==> config.mk <==
export PLATFORM = sky130hd
export DESIGN_NAME = pace_pulse_qualifier
export DESIGN_NICKNAME = d
export VERILOG_FILES = /design/src/rtl/pace_pkg.sv /design/src/rtl/pace_shape_if.sv /design/src/rtl/pace_pulse_qualifier.sv /design/src/rtl/pace_shape_check.sv /design/src/rtl/pace_width_timer.sv
export SDC_FILE = /design/constraint.sdc
export NUM_CORES = 1
export LEC_CHECK = 0
export BUFFER_PORTS_ARGS = -buffer_cell sky130_fd_sc_hd__buf_2
export CAP_MARGIN = 10
export CORE_UTILIZATION = 39
export CTS_BUF_LIST = sky130_fd_sc_hd__clkbuf_4 sky130_fd_sc_hd__clkbuf_8
export CTS_CLUSTER_SIZE = 40
export DETAILED_ROUTE_END_ITERATION = 8
export SLEW_MARGIN = 20
export SYNTH_ARGS = -nofsm -noshare
export SYNTH_HDL_FRONTEND = slang
export SYNTH_SLANG_ARGS = --single-unit
==> constraint.sdc <==
create_clock -name i_sys_clk -period 8.9 [get_ports i_sys_clk]
set_clock_uncertainty 0.05 [all_clocks]
set_input_delay 0.445 -clock i_sys_clk [delete_from_list [all_inputs] [get_ports i_sys_clk]]
set_output_delay 0.445 -clock i_sys_clk [all_outputs]
set_load 0.02 [all_outputs]
==> src/rtl/pace_pkg.sv <==
// What this block does
// RULE1: Slope limit register is signed 8-bit
// RULE2: Leading edge ends when interval change meets limit
// RULE3: Slope limit counts in sample LSBs, -128..127
// RULE4: Always reject leading edge beyond about 156 us
// RULE5: Reject candidates below unsigned height minimum
// RULE6: Height threshold is twice the programmed count
// RULE7: Software keeps height above edge trigger
// RULE8: Height minimum resets to 0x24
// RULE9: Software avoids heights below 250 uV
// RULE10: Two optional shape filters follow amplitude test
// RULE11: Control bits 9 and 10 enable filters, set
// RULE12: Filter enables apply to every lead jointly
// RULE13: Bit 11 enables 100 us to 2 ms window
// RULE14: Maximum width check never disabled
// RULE15: Passing candidate stores its measured width
// RULE16: Merged pulses within 2 ms flag once
// RULE17: Zero edge trigger means half the height
// RULE18: Valid pace sets flag and result register
// RULE19: Works on the 128 kHz sample stream
// RULE20: Polarity taken from leading edge slope
// RULE21: Thresholds writable anytime, read back, used next
package pace_pkg;
  localparam int REG_W = 16;
  localparam logic [7:0] OFF_CONTROL    = 8'h04;
  localparam logic [7:0] OFF_HEIGHT_MIN = 8'h07;
  localparam logic [7:0] OFF_EDGE_TRIG  = 8'h0E;
  localparam logic [7:0] OFF_SLOPE_LIM  = 8'h0F;
  localparam logic [7:0] OFF_RESULT     = 8'h1A;
  localparam logic [7:0]  RST_HEIGHT_MIN = 8'h24;
  localparam logic [7:0]  RST_EDGE_TRIG  = 8'h00;
  localparam logic [7:0]  RST_SLOPE_LIM  = 8'h00;
  localparam logic [15:0] RST_CONTROL    = 16'h0E00;
  localparam int CTL_FILT1_BIT = 9;
  localparam int CTL_FILT2_BIT = 10;
  localparam int CTL_WIDTH_BIT = 11;
  localparam int CTL_SEEN_BIT  = 15;
  localparam int RES_HEIGHT_LSB = 9;
  localparam longint SAMPLE_RATE_HZ = 128000;
  localparam longint NS_PER_S       = 1000000000;
  localparam longint RISE_MAX_NS    = 156000;
  localparam longint WIDTH_MIN_NS   = 100000;
  localparam longint WIDTH_MAX_NS   = 2000000;
  localparam int RISE_MAX_SMP  = int'((RISE_MAX_NS * SAMPLE_RATE_HZ) / NS_PER_S);
  localparam int WIDTH_MIN_SMP = int'((WIDTH_MIN_NS * SAMPLE_RATE_HZ + NS_PER_S - 1) / NS_PER_S);
  localparam int WIDTH_MAX_SMP = int'((WIDTH_MAX_NS * SAMPLE_RATE_HZ) / NS_PER_S);
  localparam int SLOPE_IVL_SMP = 2;
  localparam int BASE_SHIFT    = 4;

  typedef enum logic [1:0] {st_idle, st_slope, st_top} qual_state_t;

  // Difference a-b, turned so that motion away from baseline is positive
  function automatic logic signed [16:0] pol_diff(input logic neg,
                                                   input logic signed [15:0] a,
                                                   input logic signed [15:0] b);
    logic signed [16:0] d;
    d = {a[15], a} - {b[15], b};
    return neg ? -d : d;
  endfunction
endpackage

==> src/rtl/pace_shape_if.sv <==
`timescale 1ns/100ps
`default_nettype none
interface pace_shape_if;
  logic               smp_stb;
  logic               start;
  logic               active;
  logic signed [16:0] dev;
  logic signed [16:0] half;
  logic [8:0]         count;
  modport qual  (output smp_stb, start, active, dev, half, input count);
  modport shape (input smp_stb, start, active, dev, half);
  modport timer (input smp_stb, start, output count);
endinterface // pace_shape_if
`default_nettype wire

==> src/rtl/pace_pulse_qualifier.sv <==
// Chosen here: the strobed register port.
`timescale 1ns/100ps
`default_nettype none
module pace_pulse_qualifier
  import pace_pkg::*;
(
  input  wire logic              i_sys_clk,
  input  wire logic              i_rst,
  input  wire logic              i_smp_valid,
  input  wire logic [15:0]       i_smp,
  input  wire logic [7:0]        i_reg_addr,
  input  wire logic [REG_W-1:0]  i_reg_wdata,
  input  wire logic              i_reg_wr,
  input  wire logic              i_reg_rd,
  output var  logic [REG_W-1:0]  o_reg_rdata,
  output var  logic              o_pace_flag,
  output var  logic [8:0]        o_pace_width,
  output var  logic [7:0]        o_pace_height
);
  typedef struct packed {
    qual_state_t        st;
    logic [7:0]         height_min;
    logic [7:0]         edge_trig;
    logic [7:0]         slope_lim;
    logic [15:0]        control;
    logic               seen;
    logic signed [15:0] base;
    logic signed [15:0] anchor;
    logic               neg;
    logic [4:0]         rise_cnt;
    logic [1:0]         ivl_cnt;
    logic signed [16:0] peak;
    logic               start;
    logic [15:0]        result;
    logic [REG_W-1:0]   rdata;
    logic               flag;
    logic [8:0]         width;
    logic [7:0]         height;
  } qual_t;

  qual_t        st_reg;
  qual_t        st_next;
  logic         rej1;
  logic         rej2;
  pace_shape_if sif ();

  pace_width_timer u_timer (
    .i_sys_clk (i_sys_clk),
    .i_rst     (i_rst),
    .bus       (sif)
  );

  pace_shape_check #(.STEP_MODE(1'b0)) u_filt1 (
    .i_sys_clk (i_sys_clk),
    .i_rst     (i_rst),
    .bus       (sif),
    .o_reject  (rej1)
  );

  pace_shape_check #(.STEP_MODE(1'b1)) u_filt2 (
    .i_sys_clk (i_sys_clk),
    .i_rst     (i_rst),
    .bus       (sif),
    .o_reject  (rej2)
  );

  assign sif.smp_stb = i_smp_valid;
  assign sif.start   = st_reg.start;
  assign sif.active  = (st_reg.st == st_top);
  assign sif.dev     = pol_diff(st_reg.neg, i_smp, st_reg.base);
  assign sif.half    = st_reg.peak >>> 1;

  always_comb
  begin
    logic signed [16:0] d;
    logic signed [16:0] mag;
    logic signed [16:0] ch;
    logic signed [16:0] edge_th;
    logic signed [16:0] amp_th;
    logic signed [16:0] slope_th;
    logic               keep;
    d        = pol_diff(1'b0, i_smp, st_reg.base);
    mag      = (d < 0) ? -d : d;
    ch       = pol_diff(st_reg.neg, i_smp, st_reg.anchor);
    edge_th  = (st_reg.edge_trig != 8'h00) ? {9'h000, st_reg.edge_trig}
                                           : {9'h000, st_reg.height_min}; // RULE17
    amp_th   = {8'h00, st_reg.height_min, 1'b0}; // RULE6
    slope_th = {{9{st_reg.slope_lim[7]}}, st_reg.slope_lim}; // RULE1 RULE3
    keep     = 1'b0;
    st_next       = st_reg;
    st_next.flag  = 1'b0;
    st_next.start = 1'b0;
    st_next.rdata = '0;

    if (i_reg_wr)
    begin
      // New thresholds apply to the next sample compared; a candidate in flight mixes both
      if (i_reg_addr == OFF_HEIGHT_MIN)
        st_next.height_min = i_reg_wdata[7:0]; // RULE21
      else if (i_reg_addr == OFF_EDGE_TRIG)
        st_next.edge_trig = i_reg_wdata[7:0];
      else if (i_reg_addr == OFF_SLOPE_LIM)
        st_next.slope_lim = i_reg_wdata[7:0];
      else if (i_reg_addr == OFF_CONTROL)
        st_next.control = {1'b0, i_reg_wdata[14:0]};
    end

    if (i_reg_rd)
    begin
      if (i_reg_addr == OFF_HEIGHT_MIN)
        st_next.rdata = {8'h00, st_reg.height_min}; // RULE21
      else if (i_reg_addr == OFF_EDGE_TRIG)
        st_next.rdata = {8'h00, st_reg.edge_trig};
      else if (i_reg_addr == OFF_SLOPE_LIM)
        st_next.rdata = {8'h00, st_reg.slope_lim};
      else if (i_reg_addr == OFF_CONTROL)
        st_next.rdata = {st_reg.seen, st_reg.control[14:0]};
      else if (i_reg_addr == OFF_RESULT)
      begin
        st_next.rdata = st_reg.result;
        st_next.seen  = 1'b0;
      end
    end

    if (i_smp_valid) // RULE19
    begin
      case (st_reg.st)
        st_idle:
        begin
          if (mag >= edge_th && mag != 0)
          begin
            st_next.neg      = d[16]; // RULE20
            st_next.anchor   = i_smp;
            st_next.rise_cnt = 5'd1;
            st_next.ivl_cnt  = 2'd0;
            st_next.start    = 1'b1;
            st_next.st       = st_slope;
          end
          else
            // Slow baseline so a leading edge spread over samples is still seen
            st_next.base = st_reg.base + 16'(d >>> BASE_SHIFT);
        end
        st_slope:
        begin
          st_next.rise_cnt = st_reg.rise_cnt + 5'd1;
          st_next.ivl_cnt  = st_reg.ivl_cnt + 2'd1;
          if (int'(st_reg.rise_cnt) > RISE_MAX_SMP)
            st_next.st = st_idle; // RULE4
          else if (int'(st_reg.ivl_cnt) == SLOPE_IVL_SMP - 1)
          begin
            st_next.ivl_cnt = 2'd0;
            st_next.anchor  = i_smp;
            if (ch <= slope_th) // RULE2
            begin
              if (sif.dev >= amp_th) // RULE5
              begin
                st_next.peak = sif.dev;
                st_next.st   = st_top;
              end
              else
                st_next.st = st_idle;
            end
          end
        end
        st_top:
        begin
          if (sif.dev > st_reg.peak)
            st_next.peak = sif.dev;
          if (int'(sif.count) > WIDTH_MAX_SMP)
            st_next.st = st_idle; // RULE14
          else if (sif.dev < sif.half)
          begin
            st_next.st = st_idle;
            keep = 1'b1;
            // One enable pair serves every lead this qualifier watches
            if (st_reg.control[CTL_FILT1_BIT] && rej1)
              keep = 1'b0; // RULE10 RULE11 RULE12
            if (st_reg.control[CTL_FILT2_BIT] && rej2)
              keep = 1'b0; // RULE10 RULE11 RULE12
            if (st_reg.control[CTL_WIDTH_BIT] && int'(sif.count) < WIDTH_MIN_SMP)
              keep = 1'b0; // RULE13
            // Merged twin pulses pass as one while inside the maximum
            if (keep) // RULE16
            begin
              st_next.flag   = 1'b1; // RULE18
              st_next.seen   = 1'b1;
              st_next.width  = sif.count; // RULE15
              st_next.height = (st_reg.peak[16:9] != 8'h00) ? 8'hFF
                                                           : st_reg.peak[8:1];
              st_next.result = {st_next.height[7:1], sif.count}; // RULE18
            end
          end
        end
        default:
          st_next.st = st_idle;
      endcase
    end
  end

  always_ff @(posedge i_sys_clk)
  begin
    if (i_rst)
    begin
      st_reg            <= '0;
      st_reg.st         <= st_idle;
      st_reg.height_min <= RST_HEIGHT_MIN; // RULE8
      st_reg.edge_trig  <= RST_EDGE_TRIG;
      st_reg.slope_lim  <= RST_SLOPE_LIM;
      st_reg.control    <= RST_CONTROL; // RULE11
    end
    else
      st_reg <= st_next;
  end

  assign o_reg_rdata   = st_reg.rdata;
  assign o_pace_flag   = st_reg.flag;
  assign o_pace_width  = st_reg.width;
  assign o_pace_height = st_reg.height;

  property p_height_reset;
    @(posedge i_sys_clk) $fell(i_rst) |-> st_reg.height_min == RST_HEIGHT_MIN;
  endproperty
  a_height_reset: assert property (p_height_reset) // RULE8
    else $error("height minimum wrong after reset");

  property p_filters_reset;
    @(posedge i_sys_clk) $fell(i_rst) |->
      st_reg.control[CTL_FILT1_BIT] && st_reg.control[CTL_FILT2_BIT];
  endproperty
  a_filters_reset: assert property (p_filters_reset) // RULE11
    else $error("filter enables not set after reset");

  property p_readback;
    @(posedge i_sys_clk) disable iff (i_rst)
      i_reg_rd && i_reg_addr == OFF_SLOPE_LIM |=>
      o_reg_rdata == {8'h00, $past(st_reg.slope_lim)};
  endproperty
  a_readback: assert property (p_readback) // RULE21
    else $error("slope limit read back wrong");

  property p_rdata_idle;
    @(posedge i_sys_clk) disable iff (i_rst)
      !i_reg_rd |=> o_reg_rdata == '0;
  endproperty
  a_rdata_idle: assert property (p_rdata_idle) // RULE21
    else $error("read data not cleared after read");

  property p_flag_pulse;
    @(posedge i_sys_clk) disable iff (i_rst)
      o_pace_flag |-> st_reg.seen && o_pace_width == st_reg.result[8:0] ##1 !o_pace_flag;
  endproperty
  a_flag_pulse: assert property (p_flag_pulse) // RULE18
    else $error("pace flag or result inconsistent");

  property p_width_max;
    @(posedge i_sys_clk) disable iff (i_rst)
      o_pace_flag |-> int'(o_pace_width) <= WIDTH_MAX_SMP;
  endproperty
  a_width_max: assert property (p_width_max) // RULE14
    else $error("pace wider than maximum flagged");

  property p_width_min;
    @(posedge i_sys_clk) disable iff (i_rst)
      o_pace_flag && $past(st_reg.control[CTL_WIDTH_BIT]) |->
      int'(o_pace_width) >= WIDTH_MIN_SMP;
  endproperty
  a_width_min: assert property (p_width_min) // RULE13
    else $error("narrow pace flagged with width filter on");

  property p_filt1_veto;
    @(posedge i_sys_clk) disable iff (i_rst)
      o_pace_flag |-> !($past(rej1) && $past(st_reg.control[CTL_FILT1_BIT]));
  endproperty
  a_filt1_veto: assert property (p_filt1_veto) // RULE10
    else $error("pace flagged despite filter one reject");

  property p_rise_bound;
    @(posedge i_sys_clk) disable iff (i_rst)
      st_reg.st == st_top && $past(st_reg.st) == st_slope |->
      int'($past(st_reg.rise_cnt)) <= RISE_MAX_SMP;
  endproperty
  a_rise_bound: assert property (p_rise_bound) // RULE4
    else $error("slow leading edge accepted");

  property p_amp;
    @(posedge i_sys_clk) disable iff (i_rst)
      st_reg.st == st_top && $past(st_reg.st) == st_slope |->
      st_reg.peak >= $signed({8'h00, $past(st_reg.height_min), 1'b0});
  endproperty
  a_amp: assert property (p_amp) // RULE5
    else $error("candidate below height minimum accepted");
endmodule // pace_pulse_qualifier
`default_nettype wire

==> src/rtl/pace_shape_check.sv <==
`timescale 1ns/100ps
`default_nettype none
module pace_shape_check
  import pace_pkg::*;
#(
  parameter bit STEP_MODE = 1'b0
)(
  input  wire logic   i_sys_clk,
  input  wire logic   i_rst,
  pace_shape_if.shape bus,
  output var logic    o_reject
);
  typedef struct packed {
    logic               reject;
    logic signed [16:0] prev;
  } shape_t;
  shape_t st_reg;
  shape_t st_next;

  always_comb
  begin
    logic signed [16:0] step;
    step = '0;
    st_next = st_reg;
    if (bus.start)
      st_next.reject = 1'b0;
    else if (bus.smp_stb)
    begin
      step = bus.dev - st_reg.prev;
      if (step < 0)
        step = -step;
      st_next.prev = bus.dev;
      if (bus.active)
      begin
        // Top crossing baseline looks biphasic; large steps look like telemetry
        if (!STEP_MODE && bus.dev < 0)
          st_next.reject = 1'b1;
        if (STEP_MODE && step > bus.half)
          st_next.reject = 1'b1;
      end
    end
  end

  always_ff @(posedge i_sys_clk)
  begin
    if (i_rst)
      st_reg <= '0;
    else
      st_reg <= st_next;
  end

  // A baseline crossing on the top is also the trailing sample, so filter one
  // judges the sample in hand; a registered flag alone would come too late
  assign o_reject = st_reg.reject
                    || (!STEP_MODE && bus.active && bus.smp_stb && bus.dev < 0);
endmodule // pace_shape_check
`default_nettype wire

==> src/rtl/pace_width_timer.sv <==
`timescale 1ns/100ps
`default_nettype none
module pace_width_timer
  import pace_pkg::*;
(
  input  wire logic   i_sys_clk,
  input  wire logic   i_rst,
  pace_shape_if.timer bus
);
  typedef struct packed {
    logic [8:0] count;
  } timer_t;
  timer_t st_reg;
  timer_t st_next;

  always_comb
  begin
    st_next = st_reg;
    if (bus.start)
      // Trigger sample is the first of the width; a sample in the start cycle the second
      st_next.count = bus.smp_stb ? 9'h002 : 9'h001;
    // Saturates so an endless top can never wrap back into range
    else if (bus.smp_stb && st_reg.count != 9'h1FF)
      st_next.count = st_reg.count + 9'h001;
  end

  always_ff @(posedge i_sys_clk)
  begin
    if (i_rst)
      st_reg <= '0;
    else
      st_reg <= st_next;
  end

  assign bus.count = st_reg.count;
endmodule // pace_width_timer
`default_nettype wire

* Word-level counts from Yosys, hierarchy flattened *
Cells that the tools add are included.
Widths: inputs -> output; s select.

cells by class
  reductions and logical operators = 34
  add/sub/neg operators = 10
  eq/ne operators = 18
  bitwise logic cells = 11
  muxes and demuxes = 63
  $lt $le $gt $ge = 12

operators by type and width
  kind                 number
  $mux 16              10
  $mux 17              9
  $mux 75              1
  $lt 17x1->1 const B  3
  $neg 17->17          3
  $mux 8               5
  $mux 19              2
  $pmux 17 s2          1
  $sub 16x16->17       2
  $pmux 16 s2          1
  $reduce_bool 32->1   1
  $mux 24              1
  $mux 1               20
  $reduce_and 5->1     4
  $mux 18              1
  $mux 9               2
  $reduce_and 3->1     6
  $ge 17x10->1         1
  $ge 17x9->1          1
  $gt 17x16->1         1
  $gt 17x17->1         1
  $le 17x8->1          1
  $lt 17x16->1         1
  $sub 17x17->17       1
  32 further kinds     69

word-level totals
  word-level logic and storage cells = 171
  output and inout bits = 34
  bits of input ports = 45
  bits in registers = 178

* Logic depth before layout (Yosys ltp) *
  depth after elaboration = 19
  gate-level depth with buffers = 35
  depth with buffers taken out = 34

* Cells and area by module *
A second synthesis with hierarchy kept.

second synthesis, totals
  cells, all modules = 1694
  area, all modules = 13387.8 um^2

by module, submodules not included
  module                      instances  cells an instance  area an instance (um^2)  sequential area each (um^2)
  pace_pulse_qualifier        1          1314               10540.1                  2682.6
  pace_shape_check (u_filt2)  1          326                2361.0                   360.3
  pace_width_timer            1          51                 445.4                    180.2
  pace_shape_check (u_filt1)  1          3                  41.3                     20.0

* Worst setup path before layout *
OpenSTA, ideal clock, no wires.

  kind = input port to flip-flop
  start point = in i_smp[0]
  end point = reg u_filt2.st_reg, in the netlist u_filt2.o_reject
  path slack = 2246 ps
  arrival time = 6488 ps
  setup time = 115 ps
  required time = 8735 ps
  stages = 31
  path buffers = 1
  path through = inv_1 ha_1 inv_1 fa_1 xnor2_1 nand3_1 nor3_2 nand4_4 o21ai_0 xor2_1 inv_1 ha_1 or3_1 nor3_1 o311ai_0 a21oi_1 xor2_1 clkbuf_1 o21ai_0 ha_1 nor2b_1 o21a_1 o21ai_0 nand2b_1 a21oi_1 o21ai_0 a221oi_1 o21ai_0 a31oi_1 nor2_1 o21ba_2

between the ends
  word-level cells in the longest chain between the ends = 10
  elaborated cells between the ends (all ways) = 11
  classes of those cells = 4 x add/sub; 2 x order compare; 4 x mux; 1 x reduce/logical

ends and longest elaborated chain
  item                                               line                                            text
  start, declared                                    pace_pulse_qualifier.sv:10                      input wire logic [15:0] i_smp,
  $sub 16x16->17 *                                   pace_pkg.sv:57                                  d = {a[15], a} - {b[15], b};
  $neg 17->17                                        pace_pkg.sv:58                                  return neg ? -d : d;
  $mux 17 *                                          pace_pkg.sv:58
  net sif.dev[11]                                    pace_shape_if.sv:7                              logic signed [16:0] dev;
  $sub 17x17->17 *                                   pace_shape_check.sv:29                          step = bus.dev - st_reg.prev;
  $neg 17->17 / $lt 17x1->1 (equally long branches)  pace_shape_check.sv:31, pace_shape_check.sv:30
  $mux 17 *                                          pace_shape_check.sv:30                          if (step < 0)
  $mux 17 *                                          pace_shape_check.sv:27                          else if (bus.smp_stb)
  $mux 17 *                                          pace_shape_check.sv:25                          if (bus.start)
  $gt 17x16->1 *                                     pace_shape_check.sv:38                          if (STEP_MODE && step > bus.half)
  $reduce_and 3->1 (no line) *                       n/a
  end signal, assigned                               pace_shape_check.sv:49                          st_reg <= st_next;
  end, declared                                      pace_shape_check.sv:17                          shape_t st_reg;

Mark *: on every way through the listed nets, which the timed path passes. The rest lies on a longest branch. The select of a mux whose other input is x is not followed.
A chain may end at the register's enable or synchronous reset.

* Worst setup path in the final report *
  start point = reg st_reg[92] in the netlist's numbering
  end point = reg u_filt2.st_reg, in the netlist u_filt2.o_reject

between the ends
  word-level cells in the longest chain between the ends = 10
  elaborated cells between the ends (all ways) = 11
  classes of those cells = 4 x add/sub; 2 x order compare; 4 x mux; 1 x reduce/logical

ends and longest elaborated chain
  item                                               line                                            text
  start, declared                                    pace_pulse_qualifier.sv:41                      qual_t st_reg;
  start signal, assigned                             pace_pulse_qualifier.sv:212                     st_reg <= st_next;
  $sub 16x16->17 *                                   pace_pkg.sv:57
  $neg 17->17                                        pace_pkg.sv:58
  $mux 17 *                                          pace_pkg.sv:58
  net sif.dev[10]                                    pace_shape_if.sv:7
  $sub 17x17->17 *                                   pace_shape_check.sv:29
  $neg 17->17 / $lt 17x1->1 (equally long branches)  pace_shape_check.sv:31, pace_shape_check.sv:30
  $mux 17 *                                          pace_shape_check.sv:30
  $mux 17 *                                          pace_shape_check.sv:27
  $mux 17 *                                          pace_shape_check.sv:25
  $gt 17x16->1 *                                     pace_shape_check.sv:38
  $reduce_and 3->1 (no line) *                       n/a

Marked as above.

==> flow_summary.html <==
<table>
<tr><th>Metric</th><th>Value</th></tr>
<tr><th colspan="2">Die</th></tr>
<tr><td>Floorplan die width</td><td>185 µm</td></tr>
<tr><td>Number of top-level pins</td><td>79</td></tr>
<tr><td>Initial standard-cell utilization of the core</td><td>0.398</td></tr>
<tr><td>Count of standard-cell rows</td><td>66</td></tr>
<tr><td>Core footprint</td><td>32700 µm²</td></tr>
<tr><td>Overall die area</td><td>34100 µm²</td></tr>
<tr><td>Floorplan die height</td><td>185 µm</td></tr>
<tr><th colspan="2">Setup path</th></tr>
<tr><td>Worst reg2reg endpoint</td><td>u_filt2.o_reject</td></tr>
<tr><td>Critical path endpoint category</td><td>flip-flop</td></tr>
<tr><td>Most used cell, CP</td><td>sky130_fd_sc_hd__o21ai_0</td></tr>
<tr><td>Number of buffers and inverters on the critical path</td><td>1</td></tr>
<tr><td>Crit-path max cell delay</td><td>0.61 ns</td></tr>
<tr><td>R2R cell count</td><td>29</td></tr>
<tr><td>Source of the worst register-to-register timing path</td><td>st_reg[92]</td></tr>
<tr><td>Depth of the critical timing path with buffers and inverters included</td><td>29</td></tr>
<tr><td>Required time at the endpoint of the critical path</td><td>9.22 ns</td></tr>
<tr><td>Worst-path maximum fanout</td><td>6</td></tr>
<tr><td>Worst setup path category</td><td>flip-flop to flip-flop</td></tr>
<tr><td>Crit path DAT</td><td>7.82 ns</td></tr>
<tr><td>Standard cell with the maximum stage delay on the critical path</td><td>sky130_fd_sc_hd__xor2_1</td></tr>
<tr><td>Critical path launch point type</td><td>flip-flop</td></tr>
<tr><td>Reg2reg setup slack</td><td>1.40 ns</td></tr>
<tr><td>Family with the most delay on the worst path</td><td>compound AO/OA/AOI/OAI gates</td></tr>
<tr><th colspan="2">Power and ir drop</th></tr>
<tr><td>Fraction of power spent switching nets</td><td>0.385</td></tr>
<tr><td>Comb pwr share</td><td>0.433</td></tr>
<tr><td>Peak supply drop</td><td>92.1 µV</td></tr>
<tr><td>Power density normalized to cell area</td><td>173 nW/µm²</td></tr>
<tr><td>Int Pwr</td><td>1.50 mW</td></tr>
<tr><td>Leakage power</td><td>5.88 nW</td></tr>
<tr><td>Sequential fraction of design power</td><td>0.310</td></tr>
<tr><td>Psw</td><td>940 µW</td></tr>
<tr><td>Clock network fraction of design power</td><td>0.257</td></tr>
<tr><th colspan="2">Synth</th></tr>
<tr><td>Cell with the most instances after synthesis</td><td>sky130_fd_sc_hd__dfxtp_1</td></tr>
<tr><td>Synth async-reset ratio</td><td>0</td></tr>
<tr><td>Most instantiated cells after synthesis</td><td>162 x sky130_fd_sc_hd__dfxtp_1, 156 x sky130_fd_sc_hd__nor2_1, 154 x sky130_fd_sc_hd__ha_1, 134 x sky130_fd_sc_hd__nand2_1, 133 x sky130_fd_sc_hd__inv_1</td></tr>
<tr><td>Share of Yosys cell area claimed by the top area cell type</td><td>0.249</td></tr>
<tr><td>EDFF count, synth</td><td>0</td></tr>
<tr><td>Post-synthesis cell count</td><td>1598</td></tr>
<tr><td>Post-Synthesis Cell Area</td><td>13000 µm²</td></tr>
<tr><td>Count of state elements after synthesis</td><td>162</td></tr>
<tr><td>Number of distinct library cell variants in the gate-level netlist after synthesis</td><td>89</td></tr>
<tr><td>Biggest area contributors in the synthesized netlist</td><td>sky130_fd_sc_hd__dfxtp_1 25%, sky130_fd_sc_hd__ha_1 15%, sky130_fd_sc_hd__xnor2_1 4.8%</td></tr>
<tr><td>Share of synthesized area occupied by flip-flops and latches</td><td>0.249</td></tr>
<tr><td>Library cell occupying the most area in the post-synthesis netlist</td><td>sky130_fd_sc_hd__dfxtp_1</td></tr>
<tr><td>Synthesis Warnings</td><td>0</td></tr>
<tr><td>Most instantiated flip-flop cell in the synthesis netlist</td><td>sky130_fd_sc_hd__dfxtp_1</td></tr>
<tr><td>Mean Syn Cell Area</td><td>8.14 µm²</td></tr>
<tr><td>Post-Syn Nets</td><td>1801</td></tr>
<tr><th colspan="2">Clocking</th></tr>
<tr><td>CTS hold repair buffers</td><td>0</td></tr>
<tr><td>Clock transition time at the flip-flop clock pins of the worst setup and hold paths</td><td>0.11 ns</td></tr>
<tr><td>Depth of the CTS H-tree</td><td>4</td></tr>
<tr><td>Post-cts repair resize count</td><td>0</td></tr>
<tr><td>Clock root buffer</td><td>sky130_fd_sc_hd__clkbuf_8</td></tr>
<tr><td>Number of post-CTS setup repair buffers</td><td>0</td></tr>
<tr><td>Clock Path Buffers</td><td>2</td></tr>
<tr><td>Clock latency on the worst-skew pair</td><td>0.48 ns</td></tr>
<tr><td>Cts bufs inserted</td><td>17</td></tr>
<tr><td>Clock tree from TritonCTS</td><td>yes</td></tr>
<tr><td>Clock sink count</td><td>162</td></tr>
<tr><th colspan="2">Final layout</th></tr>
<tr><td># nets final</td><td>1834</td></tr>
<tr><td>Antenna diode instance count</td><td>0</td></tr>
<tr><td>Non-filler instance count after layout</td><td>2086</td></tr>
<tr><td>Growth of design area from synthesis to finish</td><td>8.78%</td></tr>
<tr><td>Share of post-route cells with drive strength above 1</td><td>0.119</td></tr>
<tr><td>Largest register FFs</td><td>99</td></tr>
<tr><td>Post-layout utilization of the core</td><td>0.433</td></tr>
<tr><td>Fillers</td><td>3351</td></tr>
<tr><th colspan="2">Detailed routing</th></tr>
<tr><td>ANT nets after route</td><td>0</td></tr>
<tr><td>DR DRC count</td><td>0</td></tr>
<tr><td>Drt first-iter violations</td><td>587</td></tr>
<tr><td>Wire length after detailed routing</td><td>33400 µm</td></tr>
<tr><td>DRT Pass-1 Iters</td><td>6</td></tr>
<tr><td>Average vias per placed instance</td><td>5.38</td></tr>
<tr><td>Vias after detailed routing</td><td>11200</td></tr>
<tr><td>Average wire per cell in the routed design</td><td>16.0 µm</td></tr>
<tr><th colspan="2">Outcome</th></tr>
<tr><td>Run status</td><td>completed</td></tr>
<tr><th colspan="2">Timing</th></tr>
<tr><td>Time the worst path needs with I/O delays and setup</td><td>7.50 ns</td></tr>
<tr><td>Sum Neg Setup Slack</td><td>0 ns</td></tr>
<tr><td>Share of the clock period used by the worst path after layout</td><td>0.842</td></tr>
<tr><td>Actual slew at the worst max-slew pin</td><td>0.971 ns</td></tr>
<tr><td>Number of max-slew violations in the final report</td><td>0</td></tr>
<tr><td>Headroom to the max-slew limit</td><td>0.348</td></tr>
<tr><td>Unrepaired setup endpoints after global routing</td><td>false</td></tr>
<tr><td>Maximum operating frequency</td><td>133 MHz</td></tr>
<tr><td>Setup violators final</td><td>0</td></tr>
<tr><td>Number of failing hold endpoints at the final stage</td><td>0</td></tr>
<tr><th colspan="2">Place</th></tr>
<tr><td>Last weighted congestion value of the routability-driven placer</td><td>0.876</td></tr>
<tr><td>Total placed cells including tap cells</td><td>2054</td></tr>
<tr><td>I/O Buffers</td><td>77</td></tr>
<tr><td>HPWL after DPL</td><td>26100 µm</td></tr>
<tr><th colspan="2">GRT</th></tr>
<tr><td>Largest net degree at the start of global routing</td><td>77</td></tr>
<tr><td>Vias in the first global route</td><td>10900</td></tr>
<tr><td>Wire length of the first global-routing pass</td><td>54700 µm</td></tr>
<tr><td>Antenna violations before repair</td><td>0</td></tr>
<tr><td>Tot GR Track Use</td><td>0.201</td></tr>
<tr><td>Total congestion overflow after global routing</td><td>0</td></tr>
<tr><th colspan="2">Worst hold path</th></tr>
<tr><td>Min-Delay Path Depth</td><td>3</td></tr>
<tr><td>Worst min-delay path startpoint</td><td>i_reg_wdata[11]</td></tr>
<tr><td>Worst Hold End</td><td>st_reg[120]</td></tr>
<tr><td>Class of the tightest hold or removal check</td><td>input port to flip-flop</td></tr>
<tr><th colspan="2">Flow run</th></tr>
<tr><td>Count of max-cap constraint violations</td><td>0</td></tr>
</table>
cell type report:
type / instances / area [µm²] / area share
multi-input combinational: 1214 / 8820 / 0.623
sequential: 162 / 3240 / 0.229
timing repair buffer: 101 / 568 / 0.0401
tap: 442 / 553 / 0.0391
inverter: 135 / 507 / 0.0358
clock buffer: 18 / 248 / 0.0175
clock inverter: 14 / 210 / 0.0149
metal layers:
metal	global-route usage	share of wire	routed length (µm)	vias up
li1	-	-	-	5723
met1	0.269	0.48	16200	5301
met2	0.334	0.47	15600	163
met3	0.0261	0.031	1040	41
met4	0.0608	0.018	608	0
met5	0	0	0	-
logic make-up (layout without fill, tap and decap cells):
group,Yosys count,after routing,share of synthesized area
flops,162,162,0.249
xor+xnor,104,104,0.0706
buf+inv,222,268,0.0752
simple gates,511,511,0.194
compound gates,388,388,0.215
mux,53,53,0.0417
fa+ha+maj,158,158,0.154
cells in the final DEF, fill, tap and decap left out, drive strengths merged, types with 9 or more instances in the layout:
master / count
a211o: 10
a211oi: 43
a21boi: 9
a21o: 25
a21oi: 96
a22oi: 9
a31o: 16
a31oi: 12
and3: 14
buf: 101
clkbuf: 18
dfxtp: 162
ha: 154
inv: 141
mux2: 9
mux2i: 44
nand2: 134
nand2b: 23
nand3: 27
nand3b: 10
nand4: 23
nor2: 157
nor2b: 32
nor3: 29
o21a: 19
o21ai: 58
o2bb2ai: 17
o31ai: 12
o41ai: 10
or3: 12
xnor2: 73
xor2: 31
worst max-delay path by stage:
| stage | startpoint | end | slack [ns] |
|---|---|---|---|
| 2_1_floorplan | i_smp[0] | u_filt2.o_reject | 2.25 |
| 3_3_place_gp | i_smp[0] | u_filt2.o_reject | 1.14 |
| 3_5_place_dp | i_smp[0] | u_filt2.o_reject | 1.06 |
| 4_1_cts | st_reg[92] | u_filt2.o_reject | 1.34 |
| 5_1_grt | st_reg[92] | u_filt2.o_reject | 0.47 |
| 6_report | st_reg[92] | u_filt2.o_reject | 1.40 |
per-stage QoR:
step / cell area [µm²] / setup slack [ns] / power [mW] / hold slack (ns)
6_report: 14100 / 1.40 / 2.44 / 0.126
4_1_cts: 14100 / 1.34 / 2.46 / 0.103
3_3_place_gp: 13700 / 1.14 / 1.80 / 0.391
3_5_place_dp: 13700 / 1.06 / 1.83 / 0.391
2_1_floorplan: 13000 / 2.25 / 1.59 / 0.374
5_1_grt: 14100 / 0.470 / 2.63 / 0.105
worst reg2reg max path: cells and delay by family, from the launching register on:
kind	cells	cell delay, ns
xor+xnor	3	1.43
fa+ha+maj	4	1.28
compound gates	16	3.20
buf+inv	1	0.06
flops	1	0.37
simple gates	5	1.00
power by group through the flow:
stage	Sequential, mW	Clock, mW	Combinational, mW
final	0.757	0.628	1.06
after floorplan	0.769	0	0.818
after global routing	0.759	0.674	1.20
after detailed placement	0.774	0	1.05
after global placement	0.773	0	1.03
after CTS	0.757	0.645	1.06
(Power assumes the default switching activity.)
